File: config.mk
export PLATFORM = sky130hd
export DESIGN_NAME = pci_tx_packet_control
export DESIGN_NICKNAME = d
export VERILOG_FILES = /design/src/rtl/tx_ctrl_pkg.sv /design/src/rtl/pci_tx_packet_control.sv
export SDC_FILE = /design/constraint.sdc
export NUM_CORES = 1
export LEC_CHECK = 0
export ABC_AREA = 1
export BUFFER_PORTS_ARGS = -buffer_cell sky130_fd_sc_hd__buf_2
export CAP_MARGIN = 5
export CORE_ASPECT_RATIO = 0.7
export CORE_MARGIN = 2
export CORE_UTILIZATION = 25
export DETAILED_ROUTE_END_ITERATION = 6
export PLACE_DENSITY = 0.38
export SLEW_MARGIN = 15
export SYNTH_ARGS = -nofsm -noshare
export SYNTH_HDL_FRONTEND = slang
export SYNTH_SLANG_ARGS = --single-unit
File: constraint.sdc
create_clock -name mclk -period 10 [get_ports mclk]
set_input_delay 0.5 -clock mclk [delete_from_list [all_inputs] [get_ports mclk]]
set_output_delay 0.5 -clock mclk [all_outputs]
set_load 0.1 [all_outputs]
File: src/rtl/tx_ctrl_pkg.sv
// Constants for the PCI transmit packet control block.
// Assumes a 10 MHz system clock and a slave register port at word offsets.
//
// Summary of operation
// - Controller-reset bit 31 holds the transmitter idle; registers stay accessible and unchanged except the packet counter, which clears.
// - FIFO-flush bit 30 empties the transmit FIFO, independent of controller reset.
// - Continuous mode bit 28 keeps the running address across packet restarts.
// - Packet counter counts finished packets only in continuous mode.
// - Bus-error enable bit 27 turns illegal register accesses into bus errors.
// - Bus-error enable never affects interrupts; illegal accesses never corrupt registers.
// - New beats start only while master enable bit 24 is high.
// - Bits 21, 20, 19 gate FIFO, illegal-state and retry-limit interrupts.
// - Bits 18, 17 gate target-abort and no-responder interrupts.
// - Bit 16 gates the clean-finish interrupt.
// - Upcoming address holds next byte address, advancing after each good beat.
// - Upcoming address loads the base address when software reloads it outside continuous mode or under controller reset.
// - Upcoming address stays correct after an abnormal termination.
// - Final-word register captures every word popped from the FIFO.
// - Packet-length write starts a packet only with master enable high, reset low.
// - Byte progress advances per beat, reads zero at restart, packet count increments.
// - Packet counter clears on controller reset or master enable drop mid-packet.
package tx_ctrl_pkg;
	// ----------------------------------------
	// Register offsets
	// ----------------------------------------
	localparam logic [15:0] OFF_SIZE    = 16'h8400;
	localparam logic [15:0] OFF_START   = 16'h8404;
	localparam logic [15:0] OFF_ENABLES = 16'h840c;
	localparam logic [15:0] OFF_NEXT    = 16'h8410;
	localparam logic [15:0] OFF_FINAL   = 16'h8414;
	localparam logic [15:0] OFF_DONE    = 16'h8418;
	localparam logic [15:0] OFF_STATUS  = 16'h841c;
	localparam logic [15:0] OFF_RSV_LO  = 16'h8420;
	localparam logic [15:0] OFF_RSV_HI  = 16'h843c;
	// ----------------------------------------
	// Field positions and masks
	// ----------------------------------------
	localparam int BIT_RESET = 31;
	localparam int BIT_FLUSH = 30;
	localparam int BIT_CONT  = 28;
	localparam int BIT_FAULT = 27;
	localparam int BIT_RUN   = 24;
	localparam int BIT_CLEAN    = 24;
	localparam int BIT_CLEAN_EN = 16;
	localparam logic [31:0] ENABLES_WMASK = 32'hd93f0000;
	localparam logic [31:0] SIZE_WMASK    = 32'hfffc0000;
	localparam logic [31:0] STATUS_RWC    = 32'h01ff0000;
	// ----------------------------------------
	// Reset values and steps
	// ----------------------------------------
	localparam logic [31:0] WORD_RST  = 32'h00000000;
	localparam logic [15:0] COUNT_RST = 16'h0000;
	localparam logic [31:0] ADDR_STEP = 32'h00000004;
	localparam logic [15:0] BEAT_BYTES = 16'h0004;
	localparam logic [15:0] PKT_STEP  = 16'h0001;
	localparam int FIFO_DEPTH = 32;
	localparam int WORD_W     = 32;
	localparam int SYNC_W     = 5;
	typedef enum logic [1:0] {ST_IDLE, ST_LOAD, ST_BEAT} tx_state_t;
endpackage

File: src/rtl/pci_tx_packet_control.sv
// Transmit packet controller: registers, FIFO, link synchroniser, beat engine.
// Assumes link pins are asynchronous to mclk and far slower (link clock edges
// are found by sampling).
`timescale 1ns/10ps

// ----------------------------------------
// Three-stage synchroniser with agreement filter
// ----------------------------------------
module sync3 #(parameter int N = 1)
(
	input  wire logic         clk,
	input  wire logic         rst_n,
	input  wire logic [N-1:0] d,
	output logic      [N-1:0] q
);
	logic [N-1:0] s1, s2, s3;
	always_ff @(posedge clk or negedge rst_n)
	begin
		if (!rst_n)
		begin
			s1 <= '0;
			s2 <= '0;
			s3 <= '0;
			q  <= '0;
		end
		else
		begin
			s1 <= d;
			s2 <= s1;
			s3 <= s2;
			q  <= (s2 & s3) | (q & (s2 | s3));
		end
	end
endmodule

// ----------------------------------------
// Transmit FIFO
// ----------------------------------------
module tx_fifo #(parameter int W = 32, parameter int D = 32)
(
	input  wire logic         clk,
	input  wire logic         rst_n,
	input  wire logic         flush,
	input  wire logic         in_valid,
	input  wire logic [W-1:0] in_data,
	output logic              in_ready,
	output logic              out_valid,
	output logic      [W-1:0] out_data,
	input  wire logic         out_ready
);
	localparam int AW = $clog2(D);
	logic [W-1:0]  mem [D];
	logic [AW-1:0] rd, wr;
	logic [AW:0]   cnt, next_cnt;
	logic          push, pop;
	assign push = in_valid && in_ready;
	assign pop = out_valid && out_ready;
	assign out_data = mem[rd];
	assign out_valid = (cnt != '0);
	always_comb
	begin
		next_cnt = cnt;
		if (push && !pop)
			next_cnt = cnt + 1'b1;
		else if (pop && !push)
			next_cnt = cnt - 1'b1;
	end
	always_ff @(posedge clk or negedge rst_n)
	begin
		if (!rst_n)
		begin
			rd <= '0;
			wr <= '0;
			cnt <= '0;
			in_ready <= 1'b0;
		end
		else if (flush)
		begin
			rd <= '0;
			wr <= '0;
			cnt <= '0;
			in_ready <= 1'b0;
		end
		else
		begin
			if (push)
				wr <= wr + 1'b1;
			if (pop)
				rd <= rd + 1'b1;
			cnt <= next_cnt;
			in_ready <= (next_cnt < (AW+1)'(D));
		end
	end
	always_ff @(posedge clk)
	begin
		if (push)
			mem[wr] <= in_data;
	end
endmodule

// ----------------------------------------
// Top
// ----------------------------------------
module pci_tx_packet_control
(
	input  wire logic        mclk,
	input  wire logic        rst_n,
	// Slave register port
	input  wire logic        reg_cs,
	input  wire logic        reg_we,
	input  wire logic [15:0] reg_addr,
	input  wire logic [31:0] reg_wdata,
	output logic      [31:0] reg_rdata,
	output logic             reg_ack,
	output logic             system_bus_error_ack,
	// DMA feed
	input  wire logic        feed_valid,
	input  wire logic [31:0] feed_data,
	output logic             feed_ready,
	// PCI link
	input  wire logic        pci_clk,
	input  wire logic        pci_beat_ack,
	input  wire logic        pci_target_abort,
	input  wire logic        pci_no_responder,
	input  wire logic        pci_retry_limit,
	output logic             pci_beat_req,
	output logic      [31:0] pci_beat_addr,
	output logic      [31:0] pci_beat_data,
	// Interrupt
	output logic             irq
);
	tx_ctrl_pkg::tx_state_t state;
	logic [31:0] tx_enables, tx_upcoming_address, tx_final_word, start_addr, size_reg, status;
	logic [15:0] bytes_done, packets_done;
	localparam int SYNC_W_L = tx_ctrl_pkg::SYNC_W;
	logic [SYNC_W_L-1:0] link_q;
	logic        link_prev, link_rise, run_prev, pkt_finished;
	logic        fifo_valid, fifo_pop;
	logic [31:0] fifo_data;
	logic        wr, rd, ro_wr, rsv_rd, rsv_wr, fault, restart, start_load;
	logic        beat_done, abort_hit, pkt_done, illegal, run_fell;
	logic [31:0] set_vec, clr_vec;
	logic        ctrl_reset, cont, run;

	assign ctrl_reset = tx_enables[tx_ctrl_pkg::BIT_RESET];
	assign cont = tx_enables[tx_ctrl_pkg::BIT_CONT];
	assign run = tx_enables[tx_ctrl_pkg::BIT_RUN];

	// ----------------------------------------
	// Link sampling
	// ----------------------------------------
	sync3 #(.N(SYNC_W_L)) u_sync
	(
		.clk   (mclk),
		.rst_n (rst_n),
		.d     ({pci_clk, pci_beat_ack, pci_target_abort, pci_no_responder, pci_retry_limit}),
		.q     (link_q)
	);
	assign link_rise = link_q[4] && !link_prev;
	assign beat_done = (state == tx_ctrl_pkg::ST_BEAT) && link_rise && link_q[3] && !(|link_q[2:0]);
	assign abort_hit = (state == tx_ctrl_pkg::ST_BEAT) && link_rise && (|link_q[2:0]);

	// ----------------------------------------
	// FIFO
	// ----------------------------------------
	tx_fifo #(.W(tx_ctrl_pkg::WORD_W), .D(tx_ctrl_pkg::FIFO_DEPTH)) u_fifo
	(
		.clk       (mclk),
		.rst_n     (rst_n),
		.flush     (tx_enables[tx_ctrl_pkg::BIT_FLUSH]),
		.in_valid  (feed_valid),
		.in_data   (feed_data),
		.in_ready  (feed_ready),
		.out_valid (fifo_valid),
		.out_data  (fifo_data),
		.out_ready (fifo_pop)
	);

	// ----------------------------------------
	// Access decode
	// ----------------------------------------
	assign wr = reg_cs && reg_we;
	assign rd = reg_cs && !reg_we;
	assign rsv_rd = rd && reg_addr >= tx_ctrl_pkg::OFF_RSV_LO && reg_addr <= tx_ctrl_pkg::OFF_RSV_HI;
	assign rsv_wr = wr && reg_addr >= tx_ctrl_pkg::OFF_RSV_LO && reg_addr <= tx_ctrl_pkg::OFF_RSV_HI;
	assign ro_wr = wr && (reg_addr == tx_ctrl_pkg::OFF_NEXT || reg_addr == tx_ctrl_pkg::OFF_FINAL
		|| reg_addr == tx_ctrl_pkg::OFF_DONE);
	assign fault = rsv_rd || rsv_wr || ro_wr;
	assign restart = wr && reg_addr == tx_ctrl_pkg::OFF_SIZE && run && !ctrl_reset;
	assign start_load = wr && reg_addr == tx_ctrl_pkg::OFF_START && (!cont || ctrl_reset);
	assign pkt_done = (state == tx_ctrl_pkg::ST_LOAD) && (bytes_done >= size_reg[31:16]);
	assign fifo_pop = (state == tx_ctrl_pkg::ST_LOAD) && !pkt_done && run && !ctrl_reset && fifo_valid;
	assign illegal = !(state inside {tx_ctrl_pkg::ST_IDLE, tx_ctrl_pkg::ST_LOAD, tx_ctrl_pkg::ST_BEAT});
	assign run_fell = run_prev && !run && state != tx_ctrl_pkg::ST_IDLE;
	assign set_vec = {7'h0, pkt_done, ro_wr, rsv_wr, rsv_rd,
		feed_valid && tx_enables[tx_ctrl_pkg::BIT_FLUSH], illegal,
		abort_hit && link_q[0], abort_hit && link_q[2], abort_hit && link_q[1], 16'h0};
	assign clr_vec = (wr && reg_addr == tx_ctrl_pkg::OFF_STATUS) ? (reg_wdata & tx_ctrl_pkg::STATUS_RWC) : 32'h0;

	// ----------------------------------------
	// Software registers
	// ----------------------------------------
	always_ff @(posedge mclk or negedge rst_n)
	begin
		if (!rst_n)
		begin
			tx_enables <= tx_ctrl_pkg::WORD_RST;
			start_addr <= tx_ctrl_pkg::WORD_RST;
			size_reg <= tx_ctrl_pkg::WORD_RST;
		end
		else if (wr)
		begin
			if (reg_addr == tx_ctrl_pkg::OFF_ENABLES)
				tx_enables <= reg_wdata & tx_ctrl_pkg::ENABLES_WMASK;
			if (reg_addr == tx_ctrl_pkg::OFF_START)
				start_addr <= reg_wdata;
			if (reg_addr == tx_ctrl_pkg::OFF_SIZE)
				size_reg <= reg_wdata & tx_ctrl_pkg::SIZE_WMASK;
		end
	end

	// Sticky status, set beats clear
	always_ff @(posedge mclk or negedge rst_n)
	begin
		if (!rst_n)
			status <= tx_ctrl_pkg::WORD_RST;
		else
			status <= (status & ~clr_vec) | set_vec;
	end

	// ----------------------------------------
	// Read answer and bus error
	// ----------------------------------------
	always_ff @(posedge mclk or negedge rst_n)
	begin
		if (!rst_n)
		begin
			reg_ack <= 1'b0;
			reg_rdata <= tx_ctrl_pkg::WORD_RST;
			system_bus_error_ack <= 1'b0;
		end
		else
		begin
			reg_ack <= reg_cs;
			system_bus_error_ack <= fault && tx_enables[tx_ctrl_pkg::BIT_FAULT];
			reg_rdata <= tx_ctrl_pkg::WORD_RST;
			if (rd)
			begin
				unique case (reg_addr)
					tx_ctrl_pkg::OFF_SIZE:    reg_rdata <= size_reg;
					tx_ctrl_pkg::OFF_START:   reg_rdata <= start_addr;
					tx_ctrl_pkg::OFF_ENABLES: reg_rdata <= tx_enables;
					tx_ctrl_pkg::OFF_NEXT:    reg_rdata <= tx_upcoming_address;
					tx_ctrl_pkg::OFF_FINAL:   reg_rdata <= tx_final_word;
					tx_ctrl_pkg::OFF_DONE:    reg_rdata <= {bytes_done, packets_done};
					tx_ctrl_pkg::OFF_STATUS:  reg_rdata <= status;
					default:                  reg_rdata <= tx_ctrl_pkg::WORD_RST;
				endcase
			end
		end
	end

	// ----------------------------------------
	// Beat engine
	// ----------------------------------------
	always_ff @(posedge mclk or negedge rst_n)
	begin
		if (!rst_n)
		begin
			state <= tx_ctrl_pkg::ST_IDLE;
			pci_beat_req <= 1'b0;
			pci_beat_addr <= tx_ctrl_pkg::WORD_RST;
			pci_beat_data <= tx_ctrl_pkg::WORD_RST;
			link_prev <= 1'b0;
			run_prev <= 1'b0;
		end
		else
		begin
			link_prev <= link_q[4];
			run_prev <= run;
			if (ctrl_reset)
			begin
				state <= tx_ctrl_pkg::ST_IDLE;
				pci_beat_req <= 1'b0;
			end
			else if (restart)
			begin
				state <= tx_ctrl_pkg::ST_LOAD;
				pci_beat_req <= 1'b0;
			end
			else
			begin
				unique case (state)
					tx_ctrl_pkg::ST_IDLE: state <= tx_ctrl_pkg::ST_IDLE;
					tx_ctrl_pkg::ST_LOAD:
					begin
						if (pkt_done)
							state <= tx_ctrl_pkg::ST_IDLE;
						else if (fifo_pop)
						begin
							pci_beat_data <= fifo_data;
							pci_beat_addr <= tx_upcoming_address;
							pci_beat_req <= 1'b1;
							state <= tx_ctrl_pkg::ST_BEAT;
						end
					end
					tx_ctrl_pkg::ST_BEAT:
					begin
						if (beat_done)
						begin
							pci_beat_req <= 1'b0;
							state <= tx_ctrl_pkg::ST_LOAD;
						end
						else if (abort_hit)
						begin
							pci_beat_req <= 1'b0;
							state <= tx_ctrl_pkg::ST_IDLE;
						end
					end
					default:
					begin
						pci_beat_req <= 1'b0;
						state <= tx_ctrl_pkg::ST_IDLE;
					end
				endcase
			end
		end
	end

	// ----------------------------------------
	// Address, final word, counts, interrupt
	// ----------------------------------------
	always_ff @(posedge mclk or negedge rst_n)
	begin
		if (!rst_n)
			tx_upcoming_address <= tx_ctrl_pkg::WORD_RST;
		else if (start_load)
			tx_upcoming_address <= reg_wdata;
		else if (restart && !cont)
			tx_upcoming_address <= start_addr;
		else if (beat_done)
			tx_upcoming_address <= tx_upcoming_address + tx_ctrl_pkg::ADDR_STEP;
	end

	always_ff @(posedge mclk or negedge rst_n)
	begin
		if (!rst_n)
			tx_final_word <= tx_ctrl_pkg::WORD_RST;
		else if (fifo_pop)
			tx_final_word <= fifo_data;
	end

	always_ff @(posedge mclk or negedge rst_n)
	begin
		if (!rst_n)
		begin
			bytes_done <= tx_ctrl_pkg::COUNT_RST;
			packets_done <= tx_ctrl_pkg::COUNT_RST;
			pkt_finished <= 1'b0;
		end
		else
		begin
			if (restart)
				bytes_done <= tx_ctrl_pkg::COUNT_RST;
			else if (beat_done)
				bytes_done <= bytes_done + tx_ctrl_pkg::BEAT_BYTES;
			if (ctrl_reset || run_fell)
				packets_done <= tx_ctrl_pkg::COUNT_RST;
			else if (restart && cont && pkt_finished)
				packets_done <= packets_done + tx_ctrl_pkg::PKT_STEP;
			if (restart || ctrl_reset)
				pkt_finished <= 1'b0;
			else if (pkt_done)
				pkt_finished <= 1'b1;
		end
	end

	// Bus-error enable is not an input here
	always_ff @(posedge mclk or negedge rst_n)
	begin
		if (!rst_n)
			irq <= 1'b0;
		else
			irq <= |(status[20:16] & tx_enables[21:17])
				| (status[tx_ctrl_pkg::BIT_CLEAN] & tx_enables[tx_ctrl_pkg::BIT_CLEAN_EN]);
	end
endmodule

==> impl_summary.txt, run 1 <==
----------------------------------------------------
[GRT]
  Number of global-route vias before repair ... 37,000
  Wire length of the first global-routing pass ... 291 mm
  Number of antenna violations at the first check in global routing ... 17
  Total global-route track usage ... 18.1%
  Largest net degree at the start of global routing ... 165
  Overflow left after global routing ... 0

[Route]
  Via density per instance ... 4.80
  Number of search-and-repair iterations in the first detailed-routing pass ... 5
  Highest routing layer actually used ... met5
  Per-cell routed wire length ... 25.6 µm
  Post-route DRC ... 0
  Number of design-rule violations left by the first detailed-router iteration ... 4,363
  Antenna Violating Nets Remaining ... 0
  Total detailed-routing wirelength ... 207 mm
  Total number of vias ... 38,800
  Wire length on met3 ... 13.5 mm
  Routed metal-1 wirelength ... 104 mm
  Wire length on met2 ... 84.0 mm

[CTS]
  Later-pin clock latency in the skew report ... 810 ps
  Post-CTS Resized ... 0
  Clock slew at the register clock pins of the worst setup and hold paths ... 60 ps
  H-tree levels ... 4
  Sinks on Clock Net ... 1,326
  CTS tree ... yes
  CTS buffer count ... 147
  Number of setup buffers added after CTS ... 0
  CTS root buffer ... sky130_fd_sc_hd__clkbuf_16
  Number of buffers between clock root and the deepest sink ... 4

[Setup path]
  Critical path's slowest cell ... sky130_fd_sc_hd__dfrtp_4
  Largest delay contributor family on the critical path ... buffers and inverters
  Largest stage delay on the critical path ... 920 ps
  Worst-case register-to-register setup slack ... 5920 ps
  Setup Crit Path Kind ... flop to flop
  Worst-path fanout max ... 80
  Worst Path Required ... 10,700 ps
  Buffering stage count on the worst path with inverters included ... 2
  Cell occurring most often along the worst timing path ... sky130_fd_sc_hd__buf_4
  Destination of the worst register-to-register timing path ... tx_final_word[29]
  Arr. time, crit path ... 4790 ps
  Worst reg-to-reg path cell count ... 8
  Sequence of cells on the critical path ... buf_4, buf_4, o21ai_0, o211ai_1, nand3_1, nand4_1, nand2_1, o21ai_1
  Sort of element at the start of the critical path ... flop
  Launch point of the worst reg-to-reg path ... u_fifo.rd[0]
  Critical Path Sink Type ... flop

[Floorplanning]
  Count of standard-cell rows ... 144
  Horizontal die dimension ... 565 µm
  Placeable core region ... 220,000 µm²
  Top-level port count ... 191
  Initial core utilization ... 25.1%
  Die Span Y ... 397 µm
  Full die area ... 224,000 µm²

[Logic synthesis]
  Post-Syn Nets ... 5,026
  Main synth FF type ... sky130_fd_sc_hd__edfxtp_1
  Count of mapped cells out of synthesis ... 4,907
  Portion of the post-synthesis area used by sequential elements ... 69.5%
  Avg Cell Area, Syn ... 11.2 µm²
  Count of different cell masters after synthesis ... 46
  Count of yosys warnings during synthesis ... 0
  Post-synth EDFFs ... 1,024
  Async set-or-reset flop fraction in the synthesized netlist ... 22.8%
  Register bit total from synthesis ... 1,326
  Syn Std Cell Area ... 55,100 µm²

[Timing]
  Number of pins with negative max-slew slack in the final report ... 0
  Slack of the critical path ... 5920 ps
  Achievable clock frequency ... 245 MHz
  Unrepaired setup endpoints after global routing ... no
  Minimum clock period ... 4080 ps
  Remaining max-slew budget at the tightest pin ... 25.4%
  Setup-failing EPs final ... 0
  Number of hold-slack violations in the final timing report ... 0
  Worst clock skew ... 51.9 ps
  Actual transition at the worst max-transition pin ... 1120 ps
  TNS Setup ... 0 ps
  Tcrit/Tclk final ... 40.8%

[Final layout]
  Area added between synthesis and finish ... 16.1%
  Post-layout net count ... 5,174
  Fraction of layout cells with a size suffix above 1 ... 10.9%
  Count of fill cells added during filler insertion ... 22,600
  Max reg flops ... 1,024
  Highest-count cells in the layout ignoring fill and taps ... sky130_fd_sc_hd__edfxtp_1, sky130_fd_sc_hd__nand2_1, sky130_fd_sc_hd__nor2_1
  Register name with the most flops ... u_fifo.mem
  Most common cell after layout, fill and taps aside ... sky130_fd_sc_hd__edfxtp_1
  Fin cells ... 8,083

[Run status]
  Status ... finished clean

[Pwr]
  Power per unit of standard cell area ... 190 nW/µm²
  Reported leakage power ... 23.0 nW
  Max VDD drop ... 0.112 mV

[Placed design]
  Setup WS pre-CTS ... 5850 ps
  Routability-driven placement congestion ratio ... 0.880
  Buffers added on ports ... 190
  Detail Placement HPWL ... 122 mm
  Placed Cells ... 7,806

[Worst hold path]
  Endpoint, Worst Hold ... start_addr[2]
  Critical hold path startpoint ... reg_wdata[2]
  Worst Hold Path Cells ... 3
  Class of the tightest hold or removal check ... input port to flop

[Job]
  Max-Cap Viols ... 0

----------------------------------------------------
metal layers:
metal  up-vias  track usage, %
li1      17600               -
met3       252            3.58
met2      1207            24.9
met4         6            4.41
met1     19800            28.5
met5         -               0
final cells by class:
class / instances / area, µm² / share of cell area [%]
flip-flops and latches: 1326 / 38300 / 59.9
clock inverters: 56 / 419 / 0.655
multi-input cells: 3055 / 14900 / 23.3
inverters: 245 / 936 / 1.46
clock buffers: 198 / 4020 / 6.29
diodes: 3 / 7.51 / 0.0117
well taps: 2920 / 3650 / 5.71
repair buffers: 280 / 1750 / 2.73
timing repair:
item                                   in CTS  in global routing
hold buffers                               20                  0
setup endpoints to repair                   0                  0
endpoints found under the hold margin     127                  0
logic make-up after synthesis:
kind of cell	Yosys count	synth area share (%)
simple gates	1937	14.4
compound gates	1056	10.9
xor+xnor	28	0.445
buf+inv	526	3.97
flops	1326	69.5
fa+ha+maj	34	0.749
synth_stat cells, drive strengths merged (17+ instances only):
cell type | count | area (µm²)
o22ai | 144 | 901
buf | 107 | 616
o211ai | 89 | 668
inv | 241 | 905
nand4 | 58 | 363
ha | 29 | 363
dfrtp | 302 | 7560
o221ai | 49 | 429
nor3 | 44 | 220
nand3 | 232 | 1220
o21ai | 679 | 3470
edfxtp | 1024 | 30700
a21oi | 69 | 345
nand2 | 820 | 3120
clkbuf | 174 | 653
xor2 | 27 | 236
a211oi | 17 | 128
nor2 | 769 | 2940
worst max path at each step:
stage                     from                end  slack, ps  cells past startpoint
2_1_floorplan  u_fifo.in_ready  u_fifo.mem[31][0]       5950                      3
3_5_place_dp      u_fifo.rd[0]   tx_final_word[2]       5850                      8
4_1_cts           u_fifo.rd[0]   pci_beat_data[2]       5850                      8
3_3_place_gp      u_fifo.rd[0]   tx_final_word[2]       5900                      8
6_report          u_fifo.rd[0]  tx_final_word[29]       5920                      8
5_1_grt           u_fifo.rd[0]   tx_final_word[2]       5590                      8
tightest hold or removal path, delay by kind of cell:
| family | cells | cell delay [ps] |
|---|---|---|
| buffers and inverters | 2 | 170 |
| AOI/OAI and AO/OA | 1 | 160 |
power breakdown:
group,total [mW],internal (mW),leakage (nW),switching [mW]
clock network,5.21,2.93,2.16,2.28
registers,6.28,6.22,13.3,0.0662
logic,0.667,0.111,7.56,0.556
stage by stage:
stage	hold WS, ps	instance area (µm²)	util [%]	total power [mW]
2_1_floorplan	204	55100	-	6.64
3_3_place_gp	332	59300	27.0	7.07
3_5_place_dp	336	59300	27.0	7.07
4_1_cts	18.1	64000	29.1	12.3
5_1_grt	63.2	64000	29.1	12.6
6_report	75.6	64000	29.1	12.2
No activity file was read; power rests on OpenSTA's default activity.
==> run 2, diff against run 1 <==
Clock period 10 ns to 4.1 ns, I/O delays scaled along.
==> run 2 against run 1 <==
Net effect: final area increased by 2.1%; highest routed layer unchanged; final cell count increased by 1.4%; total power increased by 150%; non-clock buffer count increased by 117; clock power increased by 150%; first-iteration DRC count decreased by 8.4%; flip-flop and latch count unchanged; setup slack got worse by 5000 ps; hold slack got worse by 54 ps; die area unchanged; clock skew decreased by 6.6 ps; global-route usage decreased by 0.60 points.
==> impl_summary.txt, run 2 (synthesized netlist as in run 1, its figures left out) <==
----------------------------------------------------
[GRT]
  Largest net degree at the start of global routing ... 159 (-3.6%)
  Total global-route track usage ... 17.5% (-0.60 points)
  Wire length of the first global-routing pass ... 286 mm (-1.8%)
  Number of global-route vias before repair ... 37,200 (+0.50%)
  Overflow left after global routing ... 0 (unchanged)
  Number of antenna violations at the first check in global routing ... 8 (-9)

[Placed design]
  Detail Placement HPWL ... 123 mm (+1.4%)
  Cell Area, Placed ... 60,100 µm² (+1.2%)
  Setup WS pre-CTS ... 887 ps (-4960 ps)
  Routability-driven placement congestion ratio ... 0.895 (+1.8%)
  Buffers added on ports ... 190 (unchanged)

[Run status]
  Status ... finished clean

[Timing]
  Minimum clock period ... 3170 ps (-912 ps)
  Slack of the critical path ... 929 ps (-4990 ps)
  Remaining max-slew budget at the tightest pin ... 29.3% (+3.9 points)
  Number of pins with negative max-slew slack in the final report ... 0 (unchanged)
  Number of hold-slack violations in the final timing report ... 0 (unchanged)
  Unrepaired setup endpoints after global routing ... no
  Worst clock skew ... 45.3 ps (-6.56 ps)
  TNS Setup ... 0 ps (unchanged)
  Post-route worst hold slack ... 21.9 ps (-53.7 ps)
  Achievable clock frequency ... 315 MHz (+29%)
  Actual transition at the worst max-transition pin ... 1060 ps (-57.1 ps)
  Setup-failing EPs final ... 0 (unchanged)
  Tcrit/Tclk final ... 77.4% (+37 points)

[CTS]
  Later-pin clock latency in the skew report ... 810 ps (about the same)
  Clock slew at the register clock pins of the worst setup and hold paths ... 60 ps (about the same)
  Number of buffers between clock root and the deepest sink ... 4 (unchanged)
  Hold-fix buffers at CTS ... 80 (+300%)
  CTS buffer count ... 147 (unchanged)
  Sinks on Clock Net ... 1,326 (unchanged)
  Number of setup buffers added after CTS ... 0 (unchanged)
  CTS root buffer ... sky130_fd_sc_hd__clkbuf_16
  CTS tree ... yes
  H-tree levels ... 4 (unchanged)
  Post-CTS Resized ... 0 (unchanged)

[Pwr]
  Switching pwr ... 7.07 mW (+140%)
  Reported leakage power ... 23.6 nW (+2.7%)
  Relative contribution of combinational cells to total power ... 5.7% (+0.2 points)
  Share of power burned in registers ... 51.2% (-0.5 points)
  Proportion of power drawn by the clock network ... 43.0% (about the same)
  Power per unit of standard cell area ... 457 nW/µm² (+140%)
  Cell-internal power ... 22.8 mW (+150%)
  Switching share of power ... 23.7% (-0.23 points)
  Max VDD drop ... 0.326 mV (+190%)

[Worst hold path]
  Class of the tightest hold or removal check ... input port to flop

[Route]
  Per-cell routed wire length ... 24.5 µm (-4.5%)
  Total detailed-routing wirelength ... 201 mm (-3.1%)
  Wire length on met2 ... 82.7 mm (-1.6%)
  Post-route DRC ... 0 (unchanged)
  Total number of vias ... 39,200 (+0.94%)
  Via density per instance ... 4.78 (-0.48%)
  Number of design-rule violations left by the first detailed-router iteration ... 3,998 (-8.4%)
  Routed metal-1 wirelength ... 104 mm (-0.70%)
  Number of search-and-repair iterations in the first detailed-routing pass ... 5 (unchanged)
  Antenna Violating Nets Remaining ... 0 (unchanged)
  Highest routing layer actually used ... met5
  Wire length on met3 ... 11.4 mm (-16%)

[Final layout]
  Count of fill cells added during filler insertion ... 22,500 (-0.50%)
  Max reg flops ... 1,024 (unchanged)
  Register area ... 38,300 µm² (unchanged)
  Register name with the most flops ... u_fifo.mem
  Post-layout net count ... 5,291 (+2.3%)
  Area added between synthesis and finish ... 18.6%
  Area of combinational cells with multiple inputs ... 14,900 µm² (unchanged)
  Highest-count cells in the layout ignoring fill and taps ... sky130_fd_sc_hd__edfxtp_1, sky130_fd_sc_hd__nand2_1, sky130_fd_sc_hd__nor2_1
  Final non-filler cell area ... 65,400 µm² (+2.1%)
  Fraction of layout cells with a size suffix above 1 ... 11.7% (+0.82 points)
  Most common cell after layout, fill and taps aside ... sky130_fd_sc_hd__edfxtp_1

[Setup path]
  Sequence of cells on the critical path ... ha_1, nand2_1, nand2_1, nand2_1, nand2_1, a21oi_1, nand2_1, nor2_2, nand2_4, buf_12, nand2_1, o21ai_0
  Worst-path fanout max ... 61 (-24%)
  Arr. time, crit path ... 3830 ps (-960 ps)
  Critical path's slowest cell ... sky130_fd_sc_hd__dfrtp_1
  Sort of element at the start of the critical path ... flop
  Largest stage delay on the critical path ... 450 ps (-470 ps)
  Cell occurring most often along the worst timing path ... sky130_fd_sc_hd__nand2_1
  Setup Crit Path Kind ... flop to flop
  Worst Path Required ... 4750 ps (-5950 ps)
  Critical Path Sink Type ... flop

[Floorplanning]
  Full die area ... 224,000 µm² (unchanged)
  Top-level port count ... 191 (unchanged)
  Count of standard-cell rows ... 144 (unchanged)
  Die Span Y ... 397 µm (unchanged)
  Initial core utilization ... 25.1% (unchanged)
  Placeable core region ... 220,000 µm² (unchanged)
  Horizontal die dimension ... 565 µm (unchanged)

[Job]
  Max-Cap Viols ... 0 (unchanged)

----------------------------------------------------
run 2: cell types whose count changed in the layout (fill, tap and decap cells not counted), moves of 2 or more:
cell                            delta
sky130_fd_sc_hd__dlygate4sd3_1    +60
sky130_fd_sc_hd__buf_4            +32
sky130_fd_sc_hd__buf_12           +25
sky130_fd_sc_hd__bufinv_16         +5
sky130_fd_sc_hd__clkbuf_8          -5
sky130_fd_sc_hd__clkinv_2          +3
sky130_fd_sc_hd__clkinv_8          -3
sky130_fd_sc_hd__clkinv_1          +2
sky130_fd_sc_hd__clkinv_4          -2
sky130_fd_sc_hd__diode_2           -2
run 2: critical path, delay by kind of cell, from the launching register on:
kind | cells | cell delay (ps)
adder cells (fa/ha/maj) | 1 | 320
buffers and inverters | 1 | 410
flip-flops | 1 | 450
AND/OR/NAND/NOR | 8 | 1320
AO/OA/AOI/OAI | 2 | 470
run 2: path summary, 6_finish.rpt:
| path | start | to | slack, ps | cells after the start |
|---|---|---|---|---|
| worst max-delay path | bytes_done[9] | pci_beat_addr[15] | 930 | 12 |
| worst min-delay path | feed_data[2] | u_fifo.mem[9][2] | 20 | 1 |
| worst max register to register | bytes_done[9] | pci_beat_addr[15] | 930 | 12 |
| worst min register to register | u_sync.s1[2] | u_sync.s2[2] | 350 | 0 |
| max in group asynchronous | rst_n | size_reg[30] | 3040 | 3 |
| min in group asynchronous | rst_n | start_addr[8] | 30 | 2 |
run 2: power groups by stage:
stage	logic (mW)	registers [mW]	clock network, mW
final	1.72	15.3	12.9
after detailed placement	1.68	15.6	0
after CTS	1.75	15.3	13.2
after global placement	1.68	15.6	0
after global routing	1.87	15.4	13.7
after floorplan	0.602	15.6	0
run 2: final cells by class:
class | instances | area share, %
sequential | 1326 | 58.6
inverter | 245 | 1.43
clock buffer | 191 | 6.01
timing repair buffer | 397 | 4.73
tap | 2920 | 5.59
antenna | 1 | 0.00383
clock inverter | 63 | 0.825
multi-input combinational | 3055 | 22.8
run 2: routing by layer:
metal	track usage, %	vias to the layer above
met4	2.83	6
met3	2.98	199
met1	28.0	20100
met5	0	-
met2	24.6	1068
li1	-	17800
run 2: stage by stage:
step / power (mW) / std cells / utilization (%)
after floorplan: 16.2 / 4907 / -
after global placement: 17.3 / 7863 / 27.4
after detailed placement: 17.3 / 7863 / 27.4
after CTS: 30.3 / 8197 / 29.8
after global routing: 31.0 / 8197 / 29.8
final: 29.9 / 8198 / 29.8
